==> config.mk <==
export PLATFORM = sky130hd
export DESIGN_NAME = rch_core
export DESIGN_NICKNAME = d
export VERILOG_FILES = /design/src/inc/rch_pkg.sv /design/src/hw/rch_core.sv
export VERILOG_INCLUDE_DIRS = /design/src /design/src/inc
export SDC_FILE = /design/constraint.sdc
export NUM_CORES = 1
export LEC_CHECK = 0
export BUFFER_PORTS_ARGS = -buffer_cell sky130_fd_sc_hd__buf_2
export CAP_MARGIN = 20
export CORE_MARGIN = 3
export CORE_UTILIZATION = 55
export CTS_CLUSTER_SIZE = 14
export DETAILED_ROUTE_END_ITERATION = 8
export PLACE_DENSITY = 0.81
export SETUP_SLACK_MARGIN = 0.15
export SLEW_MARGIN = 20
export SYNTH_ARGS = -nofsm -noshare
export SYNTH_HDL_FRONTEND = slang
export SYNTH_SLANG_ARGS = --single-unit
==> constraint.sdc <==
create_clock -name clk_in -period 2.94 [get_ports clk_in]
set_clock_uncertainty 0.1 [all_clocks]
set_input_delay 0.147 -clock clk_in [delete_from_list [all_inputs] [get_ports clk_in]]
set_output_delay 0.147 -clock clk_in [all_outputs]
set_load 0.005 [all_outputs]
==> src/inc/rch_map.svh <==
/*
  Register offsets, field positions, reset values and timing figures
  of the RFID command handshake block.
  Assumes a 10 MHz clock and a 32-bit classic Wishbone register bus.
*/
`ifndef RCH_MAP_SVH
`define RCH_MAP_SVH

// Byte addresses of the register words
`define RCH_ADR_CMD 8'h00
`define RCH_ADR_LOOP 8'h04
`define RCH_ADR_MODE 8'h08
`define RCH_ADR_RESP 8'h0C
`define RCH_ADR_STAT 8'h10
`define RCH_ADR_IFSZ 8'h14

// Field positions
`define RCH_CMD_FAST_BIT 16
`define RCH_STAT_BUSY_BIT 0
`define RCH_STAT_ERR_BIT 1
`define RCH_STAT_TMO_BIT 2

// Reset values and special codes
`define RCH_IFSZ_RST 16'h0080
`define RCH_CMD_TERM 16'h0000

// Timing figures in their own units
`define RCH_CLK_KHZ 10000
`define RCH_TIMEOUT_MS 100
`define RCH_BLINK_HALF_MS 500

`endif

==> src/inc/rch_pkg.sv <==
/*
  Types of the RFID command handshake block.
  Assumes rch_map.svh for all numeric constants.
*/
package rch_pkg;
  // Engine states
  typedef enum {RCH_IDLE, RCH_WAIT_TAG, RCH_EXEC} rch_state_t;
  // Command modes held in the mode register
  typedef enum logic [1:0] {
    RCH_SINGLE, RCH_INVENTORY, RCH_CONTINUOUS, RCH_PRESENCE
  } rch_mode_t;
  // Indicator colour on a two-bit lamp port
  typedef enum logic [1:0] {
    RCH_OFF, RCH_GREEN, RCH_YELLOW, RCH_RED
  } rch_led_t;
  // Network bus status reported by the network stack
  typedef enum logic [2:0] {
    RCH_BUS_NONE, RCH_BUS_MASTER, RCH_BUS_OPER, RCH_BUS_CONFLICT,
    RCH_BUS_WINK, RCH_BUS_NEGOT
  } rch_bus_t;
endpackage

==> src/hw/rch_core.sv <==
/*
  Command handshake engine, register slave and status indicators of an
  RFID read/write head channel.
  Assumes a synchronous reader back end that pulses rf_done_in once per
  started command, and status inputs synchronous to clk_in.
*/
// The placing of the registers and the Wishbone slave port are this design's own decisions.
`timescale 1ns/10ps
`include "rch_map.svh"

module rch_core #(
  parameter int TIMEOUT_CYC = `RCH_TIMEOUT_MS * `RCH_CLK_KHZ,
  parameter int BLINK_HALF_CYC = `RCH_BLINK_HALF_MS * `RCH_CLK_KHZ
) (
  // Clock and reset
  input wire logic clk_in,
  input wire logic srst_in,
  // Wishbone slave
  input wire logic wb_cyc_in,
  input wire logic wb_stb_in,
  input wire logic wb_we_in,
  input wire logic [7:0] wb_adr_in,
  input wire logic [3:0] wb_sel_in,
  input wire logic [31:0] wb_dat_in,
  output logic [31:0] wb_dat_out,
  output logic wb_ack_out,
  // Reader back end
  output logic rf_start_out,
  output logic [15:0] rf_cmd_out,
  output logic rf_on_out,
  input wire logic rf_done_in,
  input wire logic rf_err_in,
  input wire logic [15:0] rf_len_in,
  input wire logic tag_present_in,
  input wire logic air_xfer_in,
  // Indicator status sources
  input wire logic [1:0] supply_state_in,
  input wire logic [2:0] bus_state_in,
  input wire logic link_up_in,
  input wire logic link_100_in,
  input wire logic link_act_in,
  // Indicator lamps
  output logic [1:0] supply_indicator_out,
  output logic [1:0] rf_field_indicator_out,
  output logic [1:0] tag_indicator_out,
  output logic [1:0] bus_indicator_out,
  output logic [1:0] link_indicator_out
);

  ////////////////////////////////////////////////////////////////////////
  // Parameter checks and helpers

  if (TIMEOUT_CYC < 1 || BLINK_HALF_CYC < 1) begin : g_chk
    $error("rch_core: counts must be at least one cycle");
  end

  // Byte-lane merge of a write into a stored word
  function automatic logic [31:0] merge(input logic [31:0] old_w,
      input logic [31:0] new_w, input logic [3:0] sel);
    logic [31:0] r;
    r = old_w;
    for (int i = 0; i < 4; i++) begin
      if (sel[i]) begin
        r[i*8 +: 8] = new_w[i*8 +: 8];
      end
    end
    return r;
  endfunction

  ////////////////////////////////////////////////////////////////////////
  // Bus and engine state

  rch_pkg::rch_state_t state, next_state;
  rch_pkg::rch_mode_t mode, next_mode;
  logic [15:0] cmd, next_cmd;
  logic fast, next_fast;
  logic [7:0] loop_cnt, next_loop_cnt;
  logic [7:0] frag_req, next_frag_req;
  logic [15:0] resp, next_resp;
  logic [7:0] loop_echo, next_loop_echo;
  logic [7:0] frag, next_frag;
  logic [15:0] remain, next_remain;
  logic [15:0] ifsz, next_ifsz;
  logic [7:0] results, next_results;
  logic err, next_err;
  logic tmo, next_tmo;
  logic [31:0] tmo_cnt, next_tmo_cnt;
  logic start, next_start;
  logic rf_on, next_rf_on;
  logic ack, next_ack;
  logic [31:0] rdat, next_rdat;
  logic wr;
  logic [31:0] wword;

  // Write takes effect at the edge where ack is sampled
  assign wr = wb_cyc_in && wb_stb_in && wb_we_in && ack;

  // Next values of bus slave and command engine
  always_comb begin
    next_state = state;
    next_mode = mode;
    next_cmd = cmd;
    next_fast = fast;
    next_loop_cnt = loop_cnt;
    next_frag_req = frag_req;
    next_resp = resp;
    next_loop_echo = loop_echo;
    next_frag = frag;
    next_remain = remain;
    next_ifsz = ifsz;
    next_results = results;
    next_err = err;
    next_tmo = tmo;
    next_tmo_cnt = tmo_cnt;
    next_start = 1'b0;
    wword = 32'h0000_0000;
    // Single-wait-state answer, dropped the cycle after
    next_ack = wb_cyc_in && wb_stb_in && !ack;
    next_rdat = rdat;
    if (wb_cyc_in && wb_stb_in && !ack && !wb_we_in) begin
      case (wb_adr_in)
        `RCH_ADR_CMD: next_rdat = {15'h0000, fast, cmd};
        `RCH_ADR_LOOP: next_rdat = {16'h0000, frag_req, loop_cnt};
        `RCH_ADR_MODE: next_rdat = {30'h0000_0000, mode};
        `RCH_ADR_RESP: next_rdat = {frag, loop_echo, resp};
        `RCH_ADR_STAT: next_rdat = {16'h0000, results, 5'h00, tmo, err,
            (state != rch_pkg::RCH_IDLE)};
        `RCH_ADR_IFSZ: next_rdat = {16'h0000, ifsz};
        default: next_rdat = 32'h0000_0000;
      endcase
    end
    // Timeout on any running command
    if (state != rch_pkg::RCH_IDLE) begin
      next_tmo_cnt = tmo_cnt + 32'h0000_0001;
      if (tmo_cnt >= TIMEOUT_CYC - 1) begin
        next_state = rch_pkg::RCH_IDLE;
        next_tmo = 1'b1;
      end
    end
    // Reader completion
    case (state)
      rch_pkg::RCH_WAIT_TAG: begin
        if (tag_present_in && next_state != rch_pkg::RCH_IDLE) begin
          next_state = rch_pkg::RCH_EXEC;
          next_start = 1'b1;
        end
      end
      rch_pkg::RCH_EXEC: begin
        if (rf_done_in) begin
          next_tmo_cnt = 32'h0000_0000;
          if (rf_err_in) begin
            next_err = 1'b1;
          end else begin
            next_resp = cmd;
            next_loop_echo = loop_cnt;
            if (rf_len_in > ifsz) begin
              next_frag = 8'h01;
              next_remain = rf_len_in - ifsz;
            end else begin
              next_frag = 8'h00;
              next_remain = 16'h0000;
            end
            // Results counted in the interface only
            next_results = results + 8'h01;
          end
          case (mode)
            rch_pkg::RCH_CONTINUOUS: begin
              next_start = 1'b1;
            end
            rch_pkg::RCH_PRESENCE: next_state = rch_pkg::RCH_WAIT_TAG;
            default: next_state = rch_pkg::RCH_IDLE;
          endcase
        end
      end
      default: ;
    endcase
    // Register writes
    if (wr) begin
      case (wb_adr_in)
        `RCH_ADR_CMD: begin
          wword = merge({15'h0000, fast, cmd}, wb_dat_in, wb_sel_in);
          next_cmd = wword[15:0];
          next_fast = wword[`RCH_CMD_FAST_BIT];
          next_resp = 16'h0000;
          next_frag = 8'h00;
          next_remain = 16'h0000;
          next_tmo_cnt = 32'h0000_0000;
          next_start = 1'b0;
          if (wword[15:0] == `RCH_CMD_TERM) begin
            next_state = rch_pkg::RCH_IDLE;
          end else if (mode == rch_pkg::RCH_PRESENCE) begin
            next_state = rch_pkg::RCH_WAIT_TAG;
          end else begin
            next_state = rch_pkg::RCH_EXEC;
            next_start = 1'b1;
          end
        end
        `RCH_ADR_LOOP: begin
          wword = merge({16'h0000, frag_req, loop_cnt}, wb_dat_in,
              wb_sel_in);
          next_loop_cnt = wword[7:0];
          next_frag_req = wword[15:8];
          // Repeat only fast commands on a loop step of one
          if (fast && state == rch_pkg::RCH_IDLE && loop_cnt != 8'h00
              && wword[7:0] == loop_cnt + 8'h01) begin
            next_state = rch_pkg::RCH_EXEC;
            next_start = 1'b1;
            next_tmo_cnt = 32'h0000_0000;
          end
          // Next fragment on a changed fragment request
          if (remain != 16'h0000 && wword[15:8] != frag_req) begin
            if (remain > ifsz) begin
              next_frag = frag + 8'h01;
              next_remain = remain - ifsz;
            end else begin
              next_frag = 8'h00;
              next_remain = 16'h0000;
            end
          end
        end
        `RCH_ADR_MODE: begin
          wword = merge({30'h0000_0000, mode}, wb_dat_in, wb_sel_in);
          next_mode = rch_pkg::rch_mode_t'(wword[1:0]);
        end
        `RCH_ADR_STAT: begin
          // Write one to clear; a same-cycle event still sets err or tmo, but a same-cycle success is not added to results
          if (wb_sel_in[0] && wb_dat_in[`RCH_STAT_ERR_BIT]) begin
            next_err = rf_done_in && rf_err_in
                && state == rch_pkg::RCH_EXEC;
          end
          if (wb_sel_in[0] && wb_dat_in[`RCH_STAT_TMO_BIT]) begin
            next_tmo = state != rch_pkg::RCH_IDLE
                && tmo_cnt >= TIMEOUT_CYC - 1;
          end
          if (wb_sel_in[1] && wb_dat_in[15:8] != 8'h00) begin
            next_results = 8'h00;
          end
        end
        `RCH_ADR_IFSZ: begin
          wword = merge({16'h0000, ifsz}, wb_dat_in, wb_sel_in);
          next_ifsz = wword[15:0];
        end
        default: ;
      endcase
    end
    next_rf_on = next_state == rch_pkg::RCH_EXEC;
  end

  // Register bus and engine state
  always_ff @(posedge clk_in) begin
    if (srst_in) begin
      state <= rch_pkg::RCH_IDLE;
      mode <= rch_pkg::RCH_SINGLE;
      cmd <= 16'h0000;
      fast <= 1'b0;
      loop_cnt <= 8'h00;
      frag_req <= 8'h00;
      resp <= 16'h0000;
      loop_echo <= 8'h00;
      frag <= 8'h00;
      remain <= 16'h0000;
      ifsz <= `RCH_IFSZ_RST;
      results <= 8'h00;
      err <= 1'b0;
      tmo <= 1'b0;
      tmo_cnt <= 32'h0000_0000;
      start <= 1'b0;
      rf_on <= 1'b0;
      ack <= 1'b0;
      rdat <= 32'h0000_0000;
    end else begin
      state <= next_state;
      mode <= next_mode;
      cmd <= next_cmd;
      fast <= next_fast;
      loop_cnt <= next_loop_cnt;
      frag_req <= next_frag_req;
      resp <= next_resp;
      loop_echo <= next_loop_echo;
      frag <= next_frag;
      remain <= next_remain;
      ifsz <= next_ifsz;
      results <= next_results;
      err <= next_err;
      tmo <= next_tmo;
      tmo_cnt <= next_tmo_cnt;
      start <= next_start;
      rf_on <= next_rf_on;
      ack <= next_ack;
      rdat <= next_rdat;
    end
  end

  assign wb_ack_out = ack;
  assign wb_dat_out = rdat;
  assign rf_start_out = start;
  assign rf_cmd_out = cmd;
  assign rf_on_out = rf_on;

  ////////////////////////////////////////////////////////////////////////
  // Indicator lamps

  logic [31:0] blink_cnt, next_blink_cnt;
  logic phase, next_phase;
  rch_pkg::rch_led_t led_sup, next_led_sup;
  rch_pkg::rch_led_t led_rf, next_led_rf;
  rch_pkg::rch_led_t led_tag, next_led_tag;
  rch_pkg::rch_led_t led_bus, next_led_bus;
  rch_pkg::rch_led_t led_lnk, next_led_lnk;

  // Shared timebase and lamp colours
  always_comb begin
    next_blink_cnt = blink_cnt + 32'h0000_0001;
    next_phase = phase;
    if (blink_cnt >= BLINK_HALF_CYC - 1) begin
      next_blink_cnt = 32'h0000_0000;
      next_phase = !phase;
    end
    next_led_sup = rch_pkg::rch_led_t'(supply_state_in);
    next_led_rf = rf_on ? rch_pkg::RCH_GREEN : rch_pkg::RCH_OFF;
    next_led_tag = (tag_present_in && air_xfer_in && phase)
        ? rch_pkg::RCH_YELLOW : rch_pkg::RCH_OFF;
    case (bus_state_in)
      rch_pkg::RCH_BUS_MASTER: next_led_bus = rch_pkg::RCH_GREEN;
      rch_pkg::RCH_BUS_OPER:
        next_led_bus = phase ? rch_pkg::RCH_GREEN : rch_pkg::RCH_OFF;
      rch_pkg::RCH_BUS_CONFLICT: next_led_bus = rch_pkg::RCH_RED;
      rch_pkg::RCH_BUS_WINK:
        next_led_bus = phase ? rch_pkg::RCH_RED : rch_pkg::RCH_OFF;
      rch_pkg::RCH_BUS_NEGOT:
        next_led_bus = phase ? rch_pkg::RCH_RED : rch_pkg::RCH_GREEN;
      default: next_led_bus = rch_pkg::RCH_OFF;
    endcase
    if (!link_up_in) begin
      next_led_lnk = rch_pkg::RCH_OFF;
    end else if (link_act_in && !phase) begin
      next_led_lnk = rch_pkg::RCH_OFF;
    end else begin
      next_led_lnk = link_100_in ? rch_pkg::RCH_GREEN : rch_pkg::RCH_YELLOW;
    end
  end

  // Register timebase and lamps
  always_ff @(posedge clk_in) begin
    if (srst_in) begin
      blink_cnt <= 32'h0000_0000;
      phase <= 1'b0;
      led_sup <= rch_pkg::RCH_OFF;
      led_rf <= rch_pkg::RCH_OFF;
      led_tag <= rch_pkg::RCH_OFF;
      led_bus <= rch_pkg::RCH_OFF;
      led_lnk <= rch_pkg::RCH_OFF;
    end else begin
      blink_cnt <= next_blink_cnt;
      phase <= next_phase;
      led_sup <= next_led_sup;
      led_rf <= next_led_rf;
      led_tag <= next_led_tag;
      led_bus <= next_led_bus;
      led_lnk <= next_led_lnk;
    end
  end

  assign supply_indicator_out = led_sup;
  assign rf_field_indicator_out = led_rf;
  assign tag_indicator_out = led_tag;
  assign bus_indicator_out = led_bus;
  assign link_indicator_out = led_lnk;

  logic exec_done_ok;
  assign exec_done_ok = state == rch_pkg::RCH_EXEC && rf_done_in
      && !rf_err_in && !wr;
endmodule

==> reports/results.tsv, run 1 <==
metric	value	unit
root buf cell	clkbuf_16	
final antenna-violating net count	0	
placer congestion estimate	0.906	
Fill cells	1651	
worst slew pin tran	0.791	ns
largest net degree at the start of global routing	47	
Leak	0.00571	µW
Post-Synthesis Cell Area	12000	µm²
HPWL after detailed placement	22600	µm
Antenna Diode Count	0	
TritonRoute pass-1 iters	6	
Worst path top cell family by delay	compound AO/OA/AOI/OAI gates	
total negative slack	0	ns
Core ar.	21200	µm²
Area contributors post-synth	dfxtp_1, nand2_1, nor2_1	
H-tree levels	1	
GRT overflow	0	
Netlist cell types	67	
final worst setup slack	0.228	ns
largest area contributor in the netlist	dfxtp_1	
Worst Path Required	3.27	ns
RSZ-0062 raised after global routing	true	
Seq cells post-synth	249	
input/output buffers	119	
Final nets	1774	
CTS tree	built	
pwr dens	490	nW/µm²
worst-path cell chain	inv_2 > ha_4 > a21oi_1 > o22ai_2 > o211ai_1 > nand2_1 > o211ai_1 > buf_4 > buf_4 > or3_1 > o32ai_2	
outcome	completed	
initial antenna violation count	0	
Critical Path Sink Type	register	
Seq/Total Area, Yosys	0.416	
final setup vio count	0	
vias in the first global route	11100	
R2R setup slack	0.23	ns
Final Hold Viols	0	
Reg2Reg Depth	11	
Final Critical Period	2.71	ns
Worst-Skew Late Latency	0.54	ns
GRT Total Usage	0.262	
synth warn	0	
Synth-to-Final Area Change	22.0	%
first-pass GRT wire length	52900	µm
worst r2r src	ifsz[4]	
register area	4990	µm²
EDFF count, synth	0	
Min Hold Slack	0.0547	ns
Die X	154	µm
Max Fclk	0.369	GHz
Max VDD drop	0.000429	V
maximum fanout along the worst path	6	
Boundary Pins	138	
DIE AREA	23600	µm²
critical path class	register to register	
Slowest cell on crit path	dfxtp_1	
WL/cell	16.7	µm
Top FF cell, synth	dfxtp_1	
Sink Count	249	
final wirelength	32500	µm
period utilization	0.923	
top-count cell post-synth	dfxtp_1	
Synth async-reset ratio	0	
Syn Inst Count	1480	
Commonest cells post-synth	dfxtp_1, nand2_1, nor2_1, a21oi_1, nand3_1	
Rel. slew slack	0.471	
top-area cell type share of the netlist area	0.416	
max_cap viols	0	
Syn Area/Cell	8.10	µm²
min-delay src	tag_present_in	
# rows	53	
Cells on Worst Hold Path	5	
CTS buffer count	26	
Worst setup SP type	register	
CP arrival	3.04	ns
CP Buf/Inv Count	3	
Starting DRT DRC Count	927	
max incr delay on CP	0.40	ns
R2R Path End	remain[13]	
layout cells sized above 1	0.158	
area of the multi-input gates	6850	µm²
pre-CTS WS	-0.0112	ns
Initial Util	0.565	
clock slew at reported path FFs	0.06	ns
worst hold path class	primary input to register	
Vias	11500	
fin. max-slew vios	0	
Hold Path Sink	state[1]	
CTS max path bufs	3	
Die Y	154	µm
DRC Markers	0	
vias per cell	5.90	
[repair_timing]
item	CTS	global route
endpoints found under the hold margin	76	0
cloned	0	0
setup endpoints to repair	48	121
setup buffers	5	6
resized for setup	7	38
pin swaps	4	9
hold buffers	37	0
[final cells by class]
cell class	instances	area share
timing repair buffer	207	0.0946
clock buffer	30	0.0482
inverter	43	0.0110
clock inverter	16	0.0136
sequential	249	0.341
tap	275	0.0235
multi-input combinational	1130	0.468
[cell usage in the layout, fill, tap and decap left out, types with 4 or more instances in the layout]
master         instances
dfxtp_1              246
dlygate4sd3_1         37
a211oi_1               6
xor2_1                48
a22oi_1               38
and3_1                26
mux2i_1               28
nor3_1                16
conb_1                11
a21oi_1              131
a31oi_1                5
buf_4                 48
a22o_1                 9
nor4_2                 4
and2_1                32
nor4_1                22
a21o_1                11
inv_1                 40
nor3b_1                9
o21ai_0               40
clkinv_2               9
bufinv_16              4
nand4_1               26
ha_1                  28
nand2b_1               7
or3_1                  7
xnor2_1               50
clkbuf_16             26
buf_2                118
nor2b_1               12
nand3_1               60
o211ai_1               8
or2_2                  4
nor2_1               177
ha_4                   8
nand2_1              228
clkbuf_8               4
[power breakdown]
group | switching (µW) | internal [µW] | total, µW
logic | 209 | 149 | 358
clock network | 1350 | 2070 | 3410
registers | 5.71 | 3390 | 3390
[metal layers]
metal	up-vias	GRT usage	part of all wire
met5	-	0	0
met4	0	0.114	0.043
met3	104	0.0355	0.069
met2	487	0.445	0.48
met1	5422	0.335	0.41
li1	5493	-	-
[worst reg2reg max path, cell delays in order, from the launching register on]
cell,delay (ns)
dfxtp_1,0.40
inv_2,0.11
ha_4,0.32
a21oi_1,0.10
o22ai_2,0.21
o211ai_1,0.15
nand2_1,0.16
o211ai_1,0.12
buf_4,0.16
buf_4,0.13
or3_1,0.37
o32ai_2,0.28
[worst max-delay path by stage]
stage | startpoint | endpoint | slack, ns | cells past startpoint
finish | ifsz[4] | remain[13] | 0.23 | 11
global route | state[6] | state[11] | 0.08 | 9
CTS | ifsz[10] | remain[13] | 0.14 | 11
detailed placement | ifsz[0] | remain[1] | -0.01 | 11
global placement | tmo_cnt[12] | state[30] | 0.06 | 7
floorplan | ifsz[0] | remain[11] | 0.22 | 12
[cells by family after synthesis]
group	after synthesis	synth area share
flip-flops	249	0.416
multiplexers	28	0.0234
XOR/XNOR	98	0.0716
AO/OA/AOI/OAI	298	0.154
AND/OR/NAND/NOR	655	0.255
buffers and inverters	111	0.0366
other	1	0.000313
adder cells (fa/ha/maj)	40	0.0430
[registers in the layout (all words and copies together) (netlist names), 2 cells and up]
signal                flops
state                    32
frag_req                  8
frag                      8
remain                   16
link_indicator_out        2
bus_indicator_out         2
supply_indicator_out      2
resp                     16
tmo_cnt                  32
loop_cnt                  8
blink_cnt                32
results                   8
rf_cmd_out               16
wb_dat_out               32
mode                      2
loop_echo                 8
ifsz                     16
[metrics by stage]
| stage | power [µW] | cells | utilization | area [µm²] |
|---|---|---|---|---|
| after floorplan | 3640 | 1490 | - | 12000 |
| after global placement | 3760 | 1856 | 0.614 | 13000 |
| after detailed placement | 3770 | 1856 | 0.615 | 13000 |
| after CTS | 7190 | 1944 | 0.678 | 14400 |
| after global routing | 7390 | 1950 | 0.690 | 14600 |
| final | 7160 | 1950 | 0.690 | 14600 |
Power figures use the tool's default switching activity.
==> run 2, diff against run 1 <==
--- a/config.mk
+++ b/config.mk
@@ -12,6 +12,7 @@
 export CORE_UTILIZATION = 55
 export CTS_CLUSTER_SIZE = 14
 export DETAILED_ROUTE_END_ITERATION = 8
+export MAX_ROUTING_LAYER = met4
 export PLACE_DENSITY = 0.81
 export SETUP_SLACK_MARGIN = 0.15
 export SLEW_MARGIN = 20
==> reports/results.tsv, run 2 (same netlist as run 1, synthesis figures left out) <==
metric	value	unit
outcome	completed	
# rows	53	
first-pass GRT wire length	52300	µm
final setup vio count	0	
CTS tree	built	
Initial Util	0.565	
max_cap viols	0	
commonest non-fill, non-tap cell in the layout	dfxtp_1	
worst-path cell chain	inv_1 > ha_1 > and3_4 > a221oi_2 > buf_4 > o311a_1 > o31ai_1 > nand2_1 > buf_12 > a211o_1 > a21oi_1	
Starting DRT DRC Count	955	
critical path class	register to register	
Final Hold Viols	0	
period utilization	0.930	
root buf cell	clkbuf_16	
initial antenna violation count	0	
total negative slack	0	ns
Antenna Diode Count	0	
placer congestion estimate	0.931	
Synth-to-Final Area Change	20.2	%
vias per cell	5.84	
Die Y	154	µm
clock slew at reported path FFs	0.06	ns
pwr dens	468	nW/µm²
Vias	11300	
Slowest cell on crit path	dfxtp_1	
input/output buffers	119	
Leak	0.00561	µW
Final Critical Period	2.73	ns
CTS max path bufs	3	
Rel. slew slack	0.486	
Critical Path Sink Type	register	
GRT overflow	0	
maximum fanout along the worst path	17	
final wirelength	33000	µm
Boundary Pins	138	
Core ar.	21200	µm²
TritonRoute pass-1 iters	5	
final antenna-violating net count	0	
most frequent cells in the layout	dfxtp_1, nand2_1, nor2_1, a21oi_1, buf_2	
DIE AREA	23600	µm²
DRC Markers	0	
worst slew pin tran	0.769	ns
worst hold path class	primary input to register	
Worst setup SP type	register	
Sink Count	249	
largest net degree at the start of global routing	90	
Max VDD drop	0.000552	V
Max Fclk	0.366	GHz
Die X	154	µm
WL/cell	17.0	µm
vias in the first global route	10700	
H-tree levels	1	
Worst-Skew Late Latency	0.53	ns
Worst Path Required	3.29	ns
fin. max-slew vios	0	
layout cells sized above 1	0.147	
HPWL after detailed placement	22700	µm
GRT Total Usage	0.269	
Final nets	1770	
max incr delay on CP	0.41	ns
RSZ-0062 raised after global routing	true	
fin util	0.680	
Fill cells	1707	
CTS buffer count	25	
CP arrival	3.08	ns
-- run 2: cell types whose count changed in the layout (fill, tap and decap cells not counted), sizes merged --
| cell | previous run | this run |
|---|---|---|
| clkinv | 12 | 3 |
| bufinv | 4 | 1 |
| inv | 43 | 44 |
| clkbuf | 30 | 36 |
| dlygate4sd3 | 37 | 34 |
-- run 2: final timing paths --
check	depth (start not counted)	slack [ns]	startpoint	endpoint
max	11	0.21	ifsz[3]	frag[0]
min	4	0.02	rf_done_in	state[1]
max reg2reg	11	0.21	ifsz[3]	frag[0]
min reg2reg	2	0.35	wb_dat_out[17]	wb_dat_out[17]
-- run 2: worst max-delay path: cells and delay by family (launching register included) --
| family | cells | cell delay (ns) |
|---|---|---|
| buffers and inverters | 3 | 0.42 |
| DFF | 1 | 0.41 |
| adders and majority gates | 1 | 0.35 |
| and+or+nand+nor | 2 | 0.35 |
| AOI/OAI and AO/OA | 5 | 1.04 |
-- run 2: metrics by stage --
step	hold slack, ns	cells	instance area [µm²]	setup slack (ns)	power (µW)
3_5_place_dp	0.240	1857	13100	0.0256	3770
4_1_cts	0.00120	1934	14200	0.166	6770
6_report	0.0231	1942	14400	0.207	6750
3_3_place_gp	0.220	1857	13100	0.0736	3760
5_1_grt	0.0573	1942	14400	0.0937	6940
2_1_floorplan	0.124	1490	12000	0.222	3640
-- run 2: layer usage --
metal	vias to the layer above	track usage	part of all wire
met2	439	0.442	0.48
met3	98	0.0360	0.071
met4	0	0.104	0.038
met5	-	-	0
li1	5471	-	-
met1	5332	0.339	0.41
-- run 2: what timing repair did --
action | in CTS | in global routing
hold buffers | 34 | 0
gates cloned | 0 | 1
setup endpoints to repair | 49 | 92
pin swaps | 2 | 16
resized for setup | 3 | 41
buffers inserted | 2 | 7
hold endpoints to repair | 76 | 0
-- run 2: report_power, final --
group	switching, µW	internal, µW
combinational	210	144
sequential	5.48	3390
clock	1290	1720
-- run 2: cell type report --
cell class | instances | area, µm² | area share
multi-input cells | 1130 | 6790 | 0.471
flip-flops and latches | 249 | 4990 | 0.346
repair buffers | 204 | 1380 | 0.0959
clock buffers | 36 | 697 | 0.0483
well taps | 275 | 344 | 0.0239
inverters | 43 | 161 | 0.0112
clock inverters | 5 | 53.8 | 0.00373
